===== config.mk =====
export PLATFORM = sky130hd
export DESIGN_NAME = lbb_burst_ctrl
export DESIGN_NICKNAME = d
export VERILOG_FILES = /design/src/design/lbb_pkg.sv /design/src/design/lbb_burst_ctrl.sv
export VERILOG_INCLUDE_DIRS = /design/src /design/src/design
export SDC_FILE = /design/constraint.sdc
export NUM_CORES = 1
export LEC_CHECK = 0
export ABC_AREA = 1
export BUFFER_PORTS_ARGS = -buffer_cell sky130_fd_sc_hd__clkbuf_2
export CORE_MARGIN = 10
export CORE_UTILIZATION = 30
export CTS_CLUSTER_SIZE = 12
export DETAILED_ROUTE_END_ITERATION = 10
export GPL_ROUTABILITY_DRIVEN = 0
export SLEW_MARGIN = 20
export SYNTH_ARGS = -nofsm -noshare
export SYNTH_HDL_FRONTEND = slang
export SYNTH_SLANG_ARGS = --single-unit

===== constraint.sdc =====
create_clock -name clk -period 10.1 [get_ports clk]
set_clock_uncertainty 0.1 [all_clocks]
set_input_delay 2.02 -clock clk [delete_from_list [all_inputs] [get_ports clk]]
set_output_delay 2.02 -clock clk [all_outputs]
set_load 0.02 [all_outputs]

===== src/design/lbb_params.svh =====
`ifndef LBB_PARAMS_SVH
`define LBB_PARAMS_SVH
// Region descriptor field positions
`define LBB_DESC_RECOV_LSB      0
`define LBB_DESC_WAIT_LSB       2
`define LBB_DESC_READY_EN_BIT   6
`define LBB_DESC_BURST_BIT      7
`define LBB_DESC_BTERM_BIT      8
`define LBB_DESC_WIDTH_LSB      9
`define LBB_DESC_UPPER_LANE_BIT 11
`define LBB_DESC_ENDIAN_BIT     24
// Bus width codes
`define LBB_WIDTH_8  2'h0
`define LBB_WIDTH_16 2'h1
`define LBB_WIDTH_32 2'h2
// Bus mode strap values
`define LBB_MODE_NONMUX 1'h0
`define LBB_MODE_MUX    1'h1
// Space codes, boundary and recovery figures
`define LBB_ROM_SPACE   3'h4
`define LBB_QUAD_LAST   2'h3
`define LBB_MUX_MIN_REC 2'h1
`endif


===== src/design/lbb_pkg.sv =====
`default_nettype none
package lbb_pkg;
  typedef enum logic [3:0] {
    LBB_IDLE  = 4'h1,
    LBB_LOAD  = 4'h2,
    LBB_DATA  = 4'h4,
    LBB_RECOV = 4'h8
  } lbb_state_type;
endpackage : lbb_pkg
`default_nettype wire


===== src/design/lbb_burst_ctrl.sv =====
// Contract
// - Burst-4: last-beat when address bits 3:2 are 11, new strobe at 00.
// - Terminate ends burst after current beat without last-beat, then new strobe.
// - Terminate honoured only during a forwarded target transaction.
// - Terminate not sampled until the wait-state counter reaches zero.
// - Terminate beats ready; current beat completes, then new address cycle.
// - Burst-4 ends at four units or quad boundary per bus width.
// - Burst-4 starts on any long-word, stops at next 16-byte boundary.
// - Without terminate mode a burst is four beats: 4, 2 or 1 long-words.
// - Burst plus terminate mode: one address, unlimited burst until terminate.
// - Continuous: terminate acknowledges beat, new strobe carries next address.
// - Continuous: last-beat only when the transfer completes.
// - Single reads forward byte enables; burst reads enable all bytes.
// - Writes enable only host-enabled bytes, single and burst alike.
// - Unaligned burst start: one single cycle first, then burst from long-word.
// - Non-multiplexed: recovery clocks equal the recovery field, 0 to 3.
// - Multiplexed: at least one recovery clock; larger field values add more.
// - Ready held during last beat never adds recovery clocks.
// - Byte order per space from descriptor bit 24; only lanes swap.
// - 32-bit big endian: byte 0 on 31:24 down to byte 3 on 7:0.
// - 16-bit big endian: even byte upper lane of selected half, odd below.
// - 8-bit big endian upper lane: bytes 0..3 in order on 31:24.
// - 8-bit big endian lower lane: bytes 0..3 in order on 7:0.
// - Strap 0 selects non-multiplexed, 1 multiplexed bus mode.
`timescale 1ns/100ps
`default_nettype none
`include "lbb_params.svh"
module lbb_burst_ctrl (
  input  wire logic        clk,
  input  wire logic        reset,
  input  wire logic        reqValid,
  input  wire logic        reqWrite,
  input  wire logic [31:0] reqAddr,
  input  wire logic [7:0]  reqCount,
  input  wire logic [2:0]  reqSpace,
  input  wire logic [3:0]  reqByteEn,
  output var  logic        reqReady,
  input  wire logic [31:0] wrData,
  output var  logic [7:0]  wordIndex,
  output var  logic [31:0] rdData,
  output var  logic        rdValid,
  output var  logic        xferDone,
  input  wire logic [31:0] space0_region_descriptor,
  input  wire logic [31:0] space1_region_descriptor,
  input  wire logic [31:0] space2_region_descriptor,
  input  wire logic [31:0] space3_region_descriptor,
  input  wire logic [31:0] rom_space_region_descriptor,
  input  wire logic        modeStrap,
  input  wire logic        local_ready_in_n,
  input  wire logic        burstTerminateInN,
  input  wire logic [31:0] local_addr_data_in,
  output var  logic [31:0] local_addr_data_out,
  output var  logic        local_addr_data_oe,
  output var  logic        address_strobe_out_n,
  output var  logic        last_beat_out_n,
  output var  logic [31:0] local_addr,
  output var  logic [3:0]  byteEnableOutN,
  output var  logic        writeNotRead
);

  lbb_pkg::lbb_state_type state_q;
  logic [1:0]  readySync_q;
  logic [1:0]  btermSync_q;
  logic [1:0]  modeSync_q;
  logic [31:0] ladSync1_q;
  logic [31:0] ladSync2_q;
  logic [2:0]  space_q;
  logic        write_q;
  logic [3:0]  byteEn_q;
  logic [31:0] beatAddr_q;
  logic [1:0]  beatInWord_q;
  logic [1:0]  curBeat_q;
  logic [7:0]  wordsLeft_q;
  logic        firstSingle_q;
  logic        needAds_q;
  logic        curLast_q;
  logic        curFinal_q;
  logic        curWordEnd_q;
  logic [3:0]  waitCnt_q;
  logic [1:0]  recCnt_q;
  logic [31:0] wordBuf_q;
  logic [31:0] dataHold_q;
  logic [31:0] rdBuf_q;
  logic [31:0] desc;
  logic [1:0]  width;
  logic [1:0]  bpwM1;
  logic [1:0]  boundary;
  logic [1:0]  recovCount;
  logic [31:0] wordNow;
  logic [31:0] steerData;
  logic [3:0]  steerBeN;
  logic [31:0] rdMerge;
  logic [1:0]  lane;
  logic        descBurst;
  logic        descBterm;
  logic        descBig;
  logic        descUpper;
  logic        modeMux;
  logic        singleNow;
  logic        lastData;
  logic        lastThis;
  logic        btermHit;
  logic        ack;
  logic        take;

  // Byte lane for a byte of the long-word, per width, order and lane choice
  function automatic logic [1:0] laneOf(input logic [1:0] b, input logic [1:0] w,
                                        input logic big, input logic up);
    if (w == `LBB_WIDTH_32)
      laneOf = big ? ~b : b;
    else if (w == `LBB_WIDTH_16)
      laneOf = big ? {up, ~b[0]} : {up, b[0]};
    else
      laneOf = {up, up};
  endfunction : laneOf

  // Whether a byte of the long-word travels in the given beat
  function automatic logic inBeat(input logic [1:0] b, input logic [1:0] beat,
                                  input logic [1:0] w);
    if (w == `LBB_WIDTH_32)
      inBeat = 1'b1;
    else if (w == `LBB_WIDTH_16)
      inBeat = (b[1] == beat[0]);
    else
      inBeat = (b == beat);
  endfunction : inBeat

  // Pin inputs pass two flops; strap sampled continuously as a level
  always_ff @(posedge clk)
  begin
    if (reset)
    begin
      readySync_q <= 2'h0;
      btermSync_q <= 2'h0;
      modeSync_q  <= 2'h0;
      ladSync1_q  <= 32'h0;
      ladSync2_q  <= 32'h0;
    end
    else
    begin
      readySync_q <= {readySync_q[0], ~local_ready_in_n};
      btermSync_q <= {btermSync_q[0], ~burstTerminateInN};
      modeSync_q  <= {modeSync_q[0], modeStrap};
      ladSync1_q  <= local_addr_data_in;
      ladSync2_q  <= ladSync1_q;
    end
  end

  // Descriptor of the active space and its fields
  always_comb
  begin
    case (space_q)
      3'h0:    desc = space0_region_descriptor;
      3'h1:    desc = space1_region_descriptor;
      3'h2:    desc = space2_region_descriptor;
      3'h3:    desc = space3_region_descriptor;
      default: desc = rom_space_region_descriptor;
    endcase
  end

  assign width     = desc[`LBB_DESC_WIDTH_LSB +: 2];
  assign descBurst = desc[`LBB_DESC_BURST_BIT];
  assign descBterm = desc[`LBB_DESC_BTERM_BIT];
  assign descBig   = desc[`LBB_DESC_ENDIAN_BIT];
  assign descUpper = desc[`LBB_DESC_UPPER_LANE_BIT];
  assign modeMux   = (modeSync_q[1] == `LBB_MODE_MUX);
  assign bpwM1     = (width == `LBB_WIDTH_8) ? 2'h3 : (width == `LBB_WIDTH_16) ? 2'h1 : 2'h0;

  // Quad boundary bits move down with the bus width
  assign boundary  = (width == `LBB_WIDTH_8)  ? beatAddr_q[1:0] :
                     (width == `LBB_WIDTH_16) ? beatAddr_q[2:1] : beatAddr_q[3:2];

  // Multiplexed bus never drops below one recovery clock; ready plays no part
  assign recovCount = (modeMux && desc[`LBB_DESC_RECOV_LSB +: 2] == 2'h0) ? `LBB_MUX_MIN_REC
                    : desc[`LBB_DESC_RECOV_LSB +: 2];

  // Last-beat decision for the beat about to be loaded
  assign singleNow = !descBurst || firstSingle_q;
  assign lastData  = (wordsLeft_q == 8'h1) && (beatInWord_q == bpwM1);
  assign lastThis  = singleNow || lastData ||
                     (!descBterm && boundary == `LBB_QUAD_LAST);

  // Terminate counts only in the data phase after the wait counter expires
  assign btermHit = (state_q == lbb_pkg::LBB_DATA) && descBterm && btermSync_q[1] &&
                    address_strobe_out_n && (waitCnt_q == 4'h0);
  assign ack      = (state_q == lbb_pkg::LBB_DATA) && address_strobe_out_n &&
                    (waitCnt_q == 4'h0) &&
                    (btermHit || !desc[`LBB_DESC_READY_EN_BIT] || readySync_q[1]);
  assign take     = reqValid && reqReady && (reqCount != 8'h0);
  assign wordNow  = (beatInWord_q == 2'h0) ? wrData : wordBuf_q;

  // Lane steering for outgoing data, byte enables and incoming read bytes
  always_comb
  begin
    steerData = 32'h0;
    steerBeN  = 4'hf;
    rdMerge   = rdBuf_q;
    lane      = 2'h0;
    for (int b = 0; b < 4; b++)
    begin
      if (inBeat(2'(b), beatInWord_q, width))
      begin
        lane = laneOf(2'(b), width, descBig, descUpper);
        steerData[lane*8 +: 8] = wordNow[b*8 +: 8];
        steerBeN[lane] = (write_q || singleNow) ? ~byteEn_q[b] : 1'b0;
      end
      if (inBeat(2'(b), curBeat_q, width))
      begin
        lane = laneOf(2'(b), width, descBig, descUpper);
        rdMerge[b*8 +: 8] = ladSync2_q[lane*8 +: 8];
      end
    end
  end

  // Cycle sequencing: load a beat, hold it until acknowledged, recover
  always_ff @(posedge clk)
  begin
    if (reset)
    begin
      state_q       <= lbb_pkg::LBB_IDLE;
      reqReady      <= 1'b1;
      space_q       <= 3'h0;
      write_q       <= 1'b0;
      byteEn_q      <= 4'h0;
      beatAddr_q    <= 32'h0;
      beatInWord_q  <= 2'h0;
      curBeat_q     <= 2'h0;
      wordsLeft_q   <= 8'h0;
      wordIndex     <= 8'h0;
      firstSingle_q <= 1'b0;
      needAds_q     <= 1'b0;
      curLast_q     <= 1'b0;
      curFinal_q    <= 1'b0;
      curWordEnd_q  <= 1'b0;
      waitCnt_q     <= 4'h0;
      recCnt_q      <= 2'h0;
      wordBuf_q     <= 32'h0;
      xferDone      <= 1'b0;
    end
    else
    begin
      xferDone <= 1'b0;
      case (state_q)
        lbb_pkg::LBB_IDLE:
        begin
          if (take)
          begin
            reqReady      <= 1'b0;
            space_q       <= reqSpace;
            write_q       <= reqWrite;
            byteEn_q      <= reqByteEn;
            wordsLeft_q   <= reqCount;
            wordIndex     <= 8'h0;
            beatAddr_q    <= {reqAddr[31:2], 2'h0};
            beatInWord_q  <= 2'h0;
            firstSingle_q <= (reqAddr[1:0] != 2'h0);
            needAds_q     <= 1'b1;
            state_q       <= lbb_pkg::LBB_LOAD;
          end
        end
        lbb_pkg::LBB_LOAD:
        begin
          curBeat_q    <= beatInWord_q;
          curLast_q    <= lastThis;
          curFinal_q   <= lastData;
          curWordEnd_q <= (beatInWord_q == bpwM1);
          waitCnt_q    <= desc[`LBB_DESC_WAIT_LSB +: 4];
          beatAddr_q   <= beatAddr_q + ((width == `LBB_WIDTH_8)  ? 32'h1 :
                                        (width == `LBB_WIDTH_16) ? 32'h2 : 32'h4);
          if (beatInWord_q == 2'h0)
          begin
            wordBuf_q <= wrData;
            wordIndex <= wordIndex + 8'h1;
          end
          beatInWord_q <= (beatInWord_q == bpwM1) ? 2'h0 : beatInWord_q + 2'h1;
          state_q      <= lbb_pkg::LBB_DATA;
        end
        lbb_pkg::LBB_DATA:
        begin
          if (address_strobe_out_n && waitCnt_q != 4'h0)
            waitCnt_q <= waitCnt_q - 4'h1;
          if (ack)
          begin
            if (curWordEnd_q)
            begin
              wordsLeft_q   <= wordsLeft_q - 8'h1;
              firstSingle_q <= 1'b0;
            end
            // A terminated or closed burst needs a new address cycle
            needAds_q <= curLast_q || btermHit;
            recCnt_q  <= recovCount;
            xferDone  <= curFinal_q;
            if (curFinal_q || curLast_q || btermHit)
              state_q <= (recovCount != 2'h0) ? lbb_pkg::LBB_RECOV :
                         curFinal_q ? lbb_pkg::LBB_IDLE : lbb_pkg::LBB_LOAD;
            else
              state_q <= lbb_pkg::LBB_LOAD;
            reqReady <= curFinal_q && (recovCount == 2'h0);
          end
        end
        lbb_pkg::LBB_RECOV:
        begin
          recCnt_q <= recCnt_q - 2'h1;
          if (recCnt_q == 2'h1)
          begin
            state_q  <= curFinal_q ? lbb_pkg::LBB_IDLE : lbb_pkg::LBB_LOAD;
            reqReady <= curFinal_q;
          end
        end
        default:
        begin
          state_q  <= lbb_pkg::LBB_IDLE;
          reqReady <= 1'b1;
        end
      endcase
    end
  end

  // Local bus pins; in multiplexed mode the address rides the data lines first
  always_ff @(posedge clk)
  begin
    if (reset)
    begin
      address_strobe_out_n <= 1'b1;
      last_beat_out_n      <= 1'b1;
      local_addr           <= 32'h0;
      local_addr_data_out  <= 32'h0;
      local_addr_data_oe   <= 1'b0;
      byteEnableOutN       <= 4'hf;
      writeNotRead         <= 1'b0;
      dataHold_q           <= 32'h0;
    end
    else if (state_q == lbb_pkg::LBB_LOAD)
    begin
      address_strobe_out_n <= ~needAds_q;
      last_beat_out_n      <= ~lastThis;
      local_addr           <= beatAddr_q;
      local_addr_data_out  <= (modeMux && needAds_q) ? beatAddr_q : steerData;
      local_addr_data_oe   <= write_q || (modeMux && needAds_q);
      byteEnableOutN       <= steerBeN;
      writeNotRead         <= write_q;
      dataHold_q           <= steerData;
    end
    else if (state_q == lbb_pkg::LBB_DATA)
    begin
      address_strobe_out_n <= 1'b1;
      if (!address_strobe_out_n)
      begin
        local_addr_data_out <= dataHold_q;
        local_addr_data_oe  <= write_q;
      end
      if (ack)
      begin
        last_beat_out_n    <= 1'b1;
        local_addr_data_oe <= 1'b0;
        byteEnableOutN     <= 4'hf;
      end
    end
  end

  // Read bytes gather per long-word; one pulse per finished word
  always_ff @(posedge clk)
  begin
    if (reset)
    begin
      rdBuf_q <= 32'h0;
      rdData  <= 32'h0;
      rdValid <= 1'b0;
    end
    else
    begin
      rdValid <= 1'b0;
      if (ack && !write_q)
      begin
        rdBuf_q <= rdMerge;
        if (curWordEnd_q)
        begin
          rdData  <= rdMerge;
          rdValid <= 1'b1;
        end
      end
    end
  end
endmodule : lbb_burst_ctrl
`default_nettype wire


==> run summary, run 1 <==
The horizontal die dimension came out at 269 um. The die covers between 70,000 and 80,000 um^2. The remaining design rule violation count came out at 0. The required time reported for the critical path endpoint came out at about 11,000 ps. The pin count of the biggest net entering global routing is about 180. The synthesized flop and latch total came out at approximately 350. The final layout contains routed wiring with a total length of about 66 mm. The part of the cycle the worst path needs is a little under three fifths. The proportion of synthesized chip area in sequential cells is about 37%.

The startpoint kind of the worst setup timing path is an input port. The layout overhead on the synthesized area came out at 18.6%. In this run the worst path has a maximum fanout of 24.

The routed metal-1 wire length is ~28 mm. The mean area per synthesized cell is roughly 6.6 um^2. The total of hold buffers inserted after clock tree synthesis came out at 0.

The total number of yosys warnings came out at 0. The critical path endpoint category is a flip-flop. After the last flow step, the layout net total stands at ~3,300. TritonCTS created 42 clock buffers.

The met2 wirelength from detailed routing is ~32 mm. Fill cells in the final layout number about 6,700. The max-slew violation count is 0. The placeable core region came out at between 60,000 and 70,000 um^2.

The relative slew slack is 25.3%. The global-route wire length before repair is roughly 100 mm. The overall power consumption came out at 6390 uW. The number of port buffers came out at slightly below 300.

Setup repair after global routing left no endpoint under its margin. The tree is rooted in a clkbuf_16. The height of the die is 269 um.

The highest layer used for signal routing is met4. The number of antenna violations at the first check in global routing is 3. The leakage power summed over all cells came out at 0.0101 uW. The total of endpoints with negative setup slack in the final report came out at 0.

The routed wire length per instance came out at between 15 and 20 um. The count of distinct cell types in the synthesized netlist came out at 54. The quantity of gates resized following cts is 0.

The global-route usage over all layers is between 10% and 20%. The H-tree level count is 2. The TritonCTS clock tree is done. The highest clock frequency the design can meet came out at roughly 180 MHz. The register cell area after layout came out at around 7000 um^2. In this run the deepest clock path goes through 3 buffers. The insertion delay of the later-clocked pin in the worst-skew pair came out at just under 600 ps. The area taken by multi-input logic gates is between 9000 and 10,000 um^2. The accumulated negative setup slack came out at 0 ps. The first routing iteration left roughly 1,800 violations.

The HPWL after detailed placement came out at between 40 and 50 mm. The post-detailed-route count of antenna-violating nets is 0. The flow ran to the end, and the final reports show no timing, DRC or antenna violations. The number of top-level pins is slightly below 400. The starting density of the core came out at a little under a third. For the worst setup path, the data arrival time is approximately 6100 ps. The transition at the pin with the smallest max-transition slack is 1120 ps.

In the detailed route, the total length drawn on met3 is 4.51 mm. The areal power density over the cells came out at between 200 and 300 nW/um^2. The maximum resistive drop on vdd came out at around 0.20 mV. The number of hold-slack violations in the final timing report came out at 0.

The via density per instance came out at 4.83. The worst hold path belongs to the class flip-flop to flip-flop. The category of the most critical setup path is input port to flip-flop. The post-CTS clock slew at the launch and capture registers of the worst setup and hold paths came out at 60 ps. Global routing finished with a remaining overflow of 0. The number of optimization iterations in the first detailed-route pass came out at 6.

The tool flagged a number of max-cap violations equal to 0. The synthesized instance count is approximately 2,800. The number of clock sinks is approximately 350. The share of layout cells above drive strength 1 came out at roughly 15%. The number of nets handed over by synthesis was 3,120.

Summing every instance area after synthesis gives around 19,000 um^2. The placement row count is 91. The via count of the first global-routing pass is between 15,000 and 20,000. The detailed-route via count came out at 18,800. The total setup buffers inserted after CTS is 0. The clock period minus final worst setup slack is 5670 ps.
## path summary, 6_finish.rpt
path	slack, ps	endpoint	startpoint	cells past startpoint
setup / recovery	4430	local_addr_data_out[16]	space1_region_descriptor[9]	20
hold / removal	300	ladSync2_q[11]	ladSync1_q[11]	2
setup reg to reg	4920	local_addr_data_out[16]	space_q[2]	20
hold reg to reg	300	ladSync2_q[11]	ladSync1_q[11]	2
## synthesized netlist by cell type (all sizes together)
master	number	share of area, %
a2111oi	1	0.047
a211oi	21	0.85
a21o	32	1.3
a21oi	196	5.3
a221oi	3	0.14
a22o	1	0.047
a22oi	2	0.081
a31o	2	0.094
a31oi	24	0.81
a41oi	4	0.19
and2	1	0.034
buf	66	1.9
clkbuf	84	1.7
clkinv	3	0.061
dfxtp	348	37
fa	1	0.11
ha	37	2.5
inv	265	5.3
mux2i	30	1.6
nand2	698	14
nand3	189	5.2
nand3b	10	0.40
nand4	38	1.3
nor2	408	8.4
nor3	27	1.1
nor3b	1	0.040
nor4	6	0.20
o2111ai	1	0.047
o211a	1	0.054
o211ai	11	0.44
o21a	36	1.5
o21ai	220	6.0
o21ba	1	0.054
o21bai	2	0.081
o221ai	2	0.094
o31ai	2	0.081
or2	21	0.71
xnor2	1	0.047
xor2	8	0.38
## logic make-up (layout without fill, tap and decap cells)
| family | Yosys count | after routing | share of synthesized area (%) |
|---|---|---|---|
| buffers and inverters | 418 | 660 | 9.03 |
| muxes | 30 | 30 | 1.61 |
| AOI/OAI and AO/OA | 562 | 562 | 17.1 |
| other | 0 | 3 | 0 |
| xor gates and xnor gates | 9 | 9 | 0.424 |
| DFF | 348 | 348 | 37.4 |
| adders and majority gates | 38 | 38 | 2.60 |
| and+or+nand+nor | 1399 | 1399 | 31.8 |
## cell type report
type	instances	share of cell area, %
Inverter	268	4.57
Timing Repair Buffer	317	7.50
Sequential cell	348	31.6
Multi-Input combinational cell	2038	45.2
Clock inverter	18	0.912
Clock buffer	57	5.47
Tap cell	837	4.74
Antenna cell	3	0.0340
## flip-flops by register name, indices dropped and copies added (netlist names), 2 cells and up
register / flops
rdData: 32
byteEnableOutN: 4
wordBuf_q: 32
beatInWord_q: 2
waitCnt_q: 4
recCnt_q: 2
curBeat_q: 2
modeSync_q: 2
dataHold_q: 32
byteEn_q: 4
ladSync2_q: 32
wordsLeft_q: 8
local_addr_data_out: 32
btermSync_q: 2
state_q: 4
rdBuf_q: 32
beatAddr_q: 32
ladSync1_q: 32
space_q: 3
local_addr: 32
readySync_q: 2
wordIndex: 8
## worst max-delay path, cell delays in order
cell and delay [ps]:
clkbuf_2 80, nand3_1 70, nand2_1 120, nor3_4 280
nand2_4 160, inv_1 100, nand2_1 60, nand2_2 420
clkinv_1 760, ha_1 590, or2_2 400, nor2_1 170
nand2_1 70, nor2_1 120, nand2_1 60, nand3_1 90
nand2_1 90, nand2_1 180, nand2_1 90, a21oi_1 140
## cells in the final DEF, fill, tap and decap left out, types with 4 or more instances in the layout
master,instances
nand3_2,4
clkinvlp_4,4
inv_1,252
nor3_4,4
o21ai_0,205
ha_1,36
inv_2,11
or2_2,15
nand2_4,6
nand2_2,10
mux2i_1,30
o211ai_1,11
o21a_1,36
nand3_1,185
a21o_1,32
clkbuf_8,8
dfxtp_1,348
clkbuf_16,43
or2_1,6
a211oi_1,21
nor3_2,5
clkbuf_2,296
clkbuf_1,6
clkinv_2,9
a31oi_1,24
nor2_2,4
nand3b_1,10
xor2_1,8
nand4_1,38
nand2_1,682
nor3_1,18
nor2_1,401
buf_4,19
a21oi_1,196
nor4_1,5
o21ai_1,12
a41oi_1,4
## power breakdown
part | switching, uW | total [uW] | internal (uW)
Sequential | 165 | 1700 | 1540
Combinational | 2300 | 3140 | 839
Clock | 628 | 1550 | 919
Total | 3090 | 6390 | 3290
## per-layer routing
layer | up-vias | track usage, %
met3 | 90 | 3.04
met4 | 0 | 5.28
li1 | 9542 | -
met1 | 8555 | 21.9
met5 | - | 0
met2 | 599 | 30.5
## stage by stage
step                      worst slack, ps  cell area, um^2  utilization, %  cells  hold WS (ps)
after floorplan                      5360            18600               -   2804           288
after global placement               3880            20700            33.5   3808           291
after detailed placement             3910            20700            33.5   3808           294
after CTS                            4510            22100            35.8   3883           302
after global routing                 3990            22100            35.8   3886           321
final                                4430            22100            35.8   3886           297
Power figures use the tool's default switching activity.
==> run 2, diff against run 1 <==
==> constraint.sdc (replaced) <==
create_clock -name clk -period 4.73 [get_ports clk]
set_clock_uncertainty 0.1 [all_clocks]
set_input_delay 0.946 -clock clk [delete_from_list [all_inputs] [get_ports clk]]
set_output_delay 0.946 -clock clk [all_outputs]
set_load 0.02 [all_outputs]
==> run summary, run 2 (synthesized netlist as in run 1, its figures left out) <==
The areal power density over the cells is 622 nW/um^2 (was 289 nW/um^2). The horizontal die dimension came to 269 um (unchanged). The terminating pin of the worst hold path is ladSync2_q[6] (was ladSync2_q[11]). The number of clock sinks came to 348 (unchanged).

The worst-case reg-to-reg path depth came out at 18 (was 20). The relative slew slack is 38.8% (was 25.3%). The category of the most critical setup path is flip-flop to flip-flop (was input port to flip-flop).

The clock period minus final worst setup slack is between 3000 and 4000 ps. The class of the worst hold path is flip-flop to flip-flop (unchanged). The number of max-cap violations is 0 (unchanged). The insertion delay of the later-clocked pin in the worst-skew pair came out at 570 ps (was 580 ps). The critical path endpoint category was a flip-flop (unchanged). The post-detailed-route count of antenna-violating nets is 0 (unchanged).

The post-CTS clock slew at the launch and capture registers of the worst setup and hold paths came out at 60 ps (about the same). The pin count of the biggest net entering global routing came out at 183 (unchanged). The worst reg2reg path startpoint is space_q[2] (unchanged). The leakage power summed over all cells is 0.0103 uW (was 0.0101 uW). The highest net fanout along the worst path is 11 (was 24). The layout overhead on the synthesized area came out at 19.9% (was 18.6%).

The count of filler cells inserted in the layout came to 6,655 (was 6,712). The maximum resistive drop on vdd is 0.490 mV (was 0.201 mV). The commonest non-fill, non-tap cell in the layout is nand2_1 (unchanged). The arrival time at the worst endpoint came out at 4320 ps (was 6080 ps). The detailed-route via count is 18,900 (was 18,800). The via density per instance was 4.85 (was 4.83). The part of the cycle the worst path needs is 83.8%. The number of antenna violations at the first check in global routing is 3 (unchanged). The share of layout cells above drive strength 1 is 15.6% (was 15.0%). The number of top-level pins is 393 (unchanged).

The detailed router's first-iteration violation count is 1,760 (was 1,830). The H-tree level count came to 2 (unchanged). The root cell of the clock tree was clkbuf_16 (unchanged). The critical hold path startpoint is ladSync1_q[6] (was ladSync1_q[11]). The remaining design rule violation count is 0 (unchanged). The clock buffer count from CTS is 42 (unchanged).

The area of the die is 72,400 um^2 (unchanged). The max-slew violation count came out at 0 (unchanged). The number of port buffers is 297 (unchanged). The TritonCTS clock tree was done (unchanged). The HPWL after detailed placement came out at 48.8 mm (was 48.6 mm). Highest-count cells in the layout ignoring fill and taps: 682 x nand2_1, 401 x nor2_1, 348 x dfxtp_1 (unchanged). The number of optimization iterations in the first detailed-route pass came out at 6 (unchanged).

The total setup buffers inserted after CTS came out at 0 (unchanged). The placement row count is 91 (unchanged). RSZ-0062 raised after global routing: false (unchanged). For this run, the top clock speed supported by timing is approximately 250 MHz. The transition at the pin with the smallest max-transition slack came out at 918 ps (was 1120 ps). The final standard cell utilization of the core came out at 36.2% (was 35.8%). The total of endpoints with negative setup slack in the final report is 0 (unchanged). The launching element of the worst setup path is space_q[2] (was space1_region_descriptor[9]).

The instance count along the most critical hold path is 2 (unchanged). The total of hold buffers inserted after clock tree synthesis came out at 0 (unchanged). The required time reported for the critical path endpoint came to 5080 ps (was 10,520 ps).

The via count of the first global-routing pass is 17,400 (was 17,300). Run status: complete, no violations (unchanged). The quantity of gates resized following cts is 0 (unchanged). The number of buffers on the longest clock path is 3 (unchanged). The starting density of the core is 30.2% (unchanged).

The global-route wire length before repair is 100 mm (about the same). The placeable core region is 61,600 um^2 (unchanged). The wire length after detailed routing is 66.3 mm (was 66.2 mm). The height of the die is 269 um (unchanged). The aggregate global routing overflow is 0 (unchanged). The worst flop-to-flop path endpoint was beatAddr_q[28] (was local_addr_data_out[16]). The global-route usage over all layers was 17.6% (about the same). The routed wire length per instance is 17.0 um (about the same). The accumulated negative setup slack is 0 ps (unchanged). The number of hold-slack violations in the final timing report was 0 (unchanged). The overall power consumption is 13,900 uW (was 6390 uW). The flop-to-flop setup slack was 770 ps (was 4920 ps). The startpoint kind of the worst setup timing path is a flip-flop (was input port).

The final-stage net count came out at 3,350 (was 3,331).
-- run 2: layout make-up --
class | count | area [um^2] | area share (%)
inverters | 268 | 1010 | 4.53
clock buffers | 59 | 1220 | 5.49
flip-flops and latches | 348 | 6970 | 31.2
multi-input cells | 2038 | 9980 | 44.7
clock inverters | 16 | 233 | 1.04
well taps | 837 | 1050 | 4.70
diodes | 3 | 7.51 | 0.0337
repair buffers | 336 | 1840 | 8.23
-- run 2: where the power goes --
group | leakage (uW) | switching [uW] | internal, uW
logic | 0.00673 | 4930 | 1910
clock network | 0.000714 | 1320 | 2080
registers | 0.00283 | 345 | 3280
total | 0.0103 | 6590 | 7280
-- run 2: metrics by stage --
stage | instance area [um^2] | cells | setup slack, ps | hold slack (ps)
after global placement | 20800 | 3827 | 555 | 294
after CTS | 22300 | 3902 | 777 | 302
after detailed placement | 20800 | 3827 | 529 | 294
after global routing | 22300 | 3905 | 393 | 316
after floorplan | 18600 | 2804 | 1070 | 288
final | 22300 | 3905 | 766 | 300
-- run 2: how the worst max path moves through the flow --
stage | endpoint | slack, ps | depth (start not counted)
5_1_grt | beatAddr_q[24] | 390 | 19
6_report | beatAddr_q[28] | 770 | 18
2_1_floorplan | dataHold_q[23] | 1070 | 21
3_3_place_gp | local_addr_data_out[6] | 550 | 16
4_1_cts | local_addr_data_out[6] | 780 | 18
3_5_place_dp | local_addr_data_out[6] | 530 | 16
-- run 2: worst max-delay path, cell delays in order (launching register included) --
cell     delay, ps
dfxtp_1        440
buf_4          250
nor2_4          80
nand3_1         90
nand2_2        110
nor2_4         140
nand2_4        110
nor2_1         390
fa_1           280
nand2_1         70
a21oi_1        270
inv_1          100
nor2_1         230
nand4_1        170
nor2_1         270
nand2_1        110
nor2_1         340
a31o_2         220
a31oi_1         60
-- run 2: per-layer routing --
metal	up-vias	share of wire, %	GRT usage, %
met2	614	48	30.0
met1	8635	42	21.7
met3	102	7.4	3.46
met4	0	2.9	6.04
li1	9586	-	-
met5	-	0	0
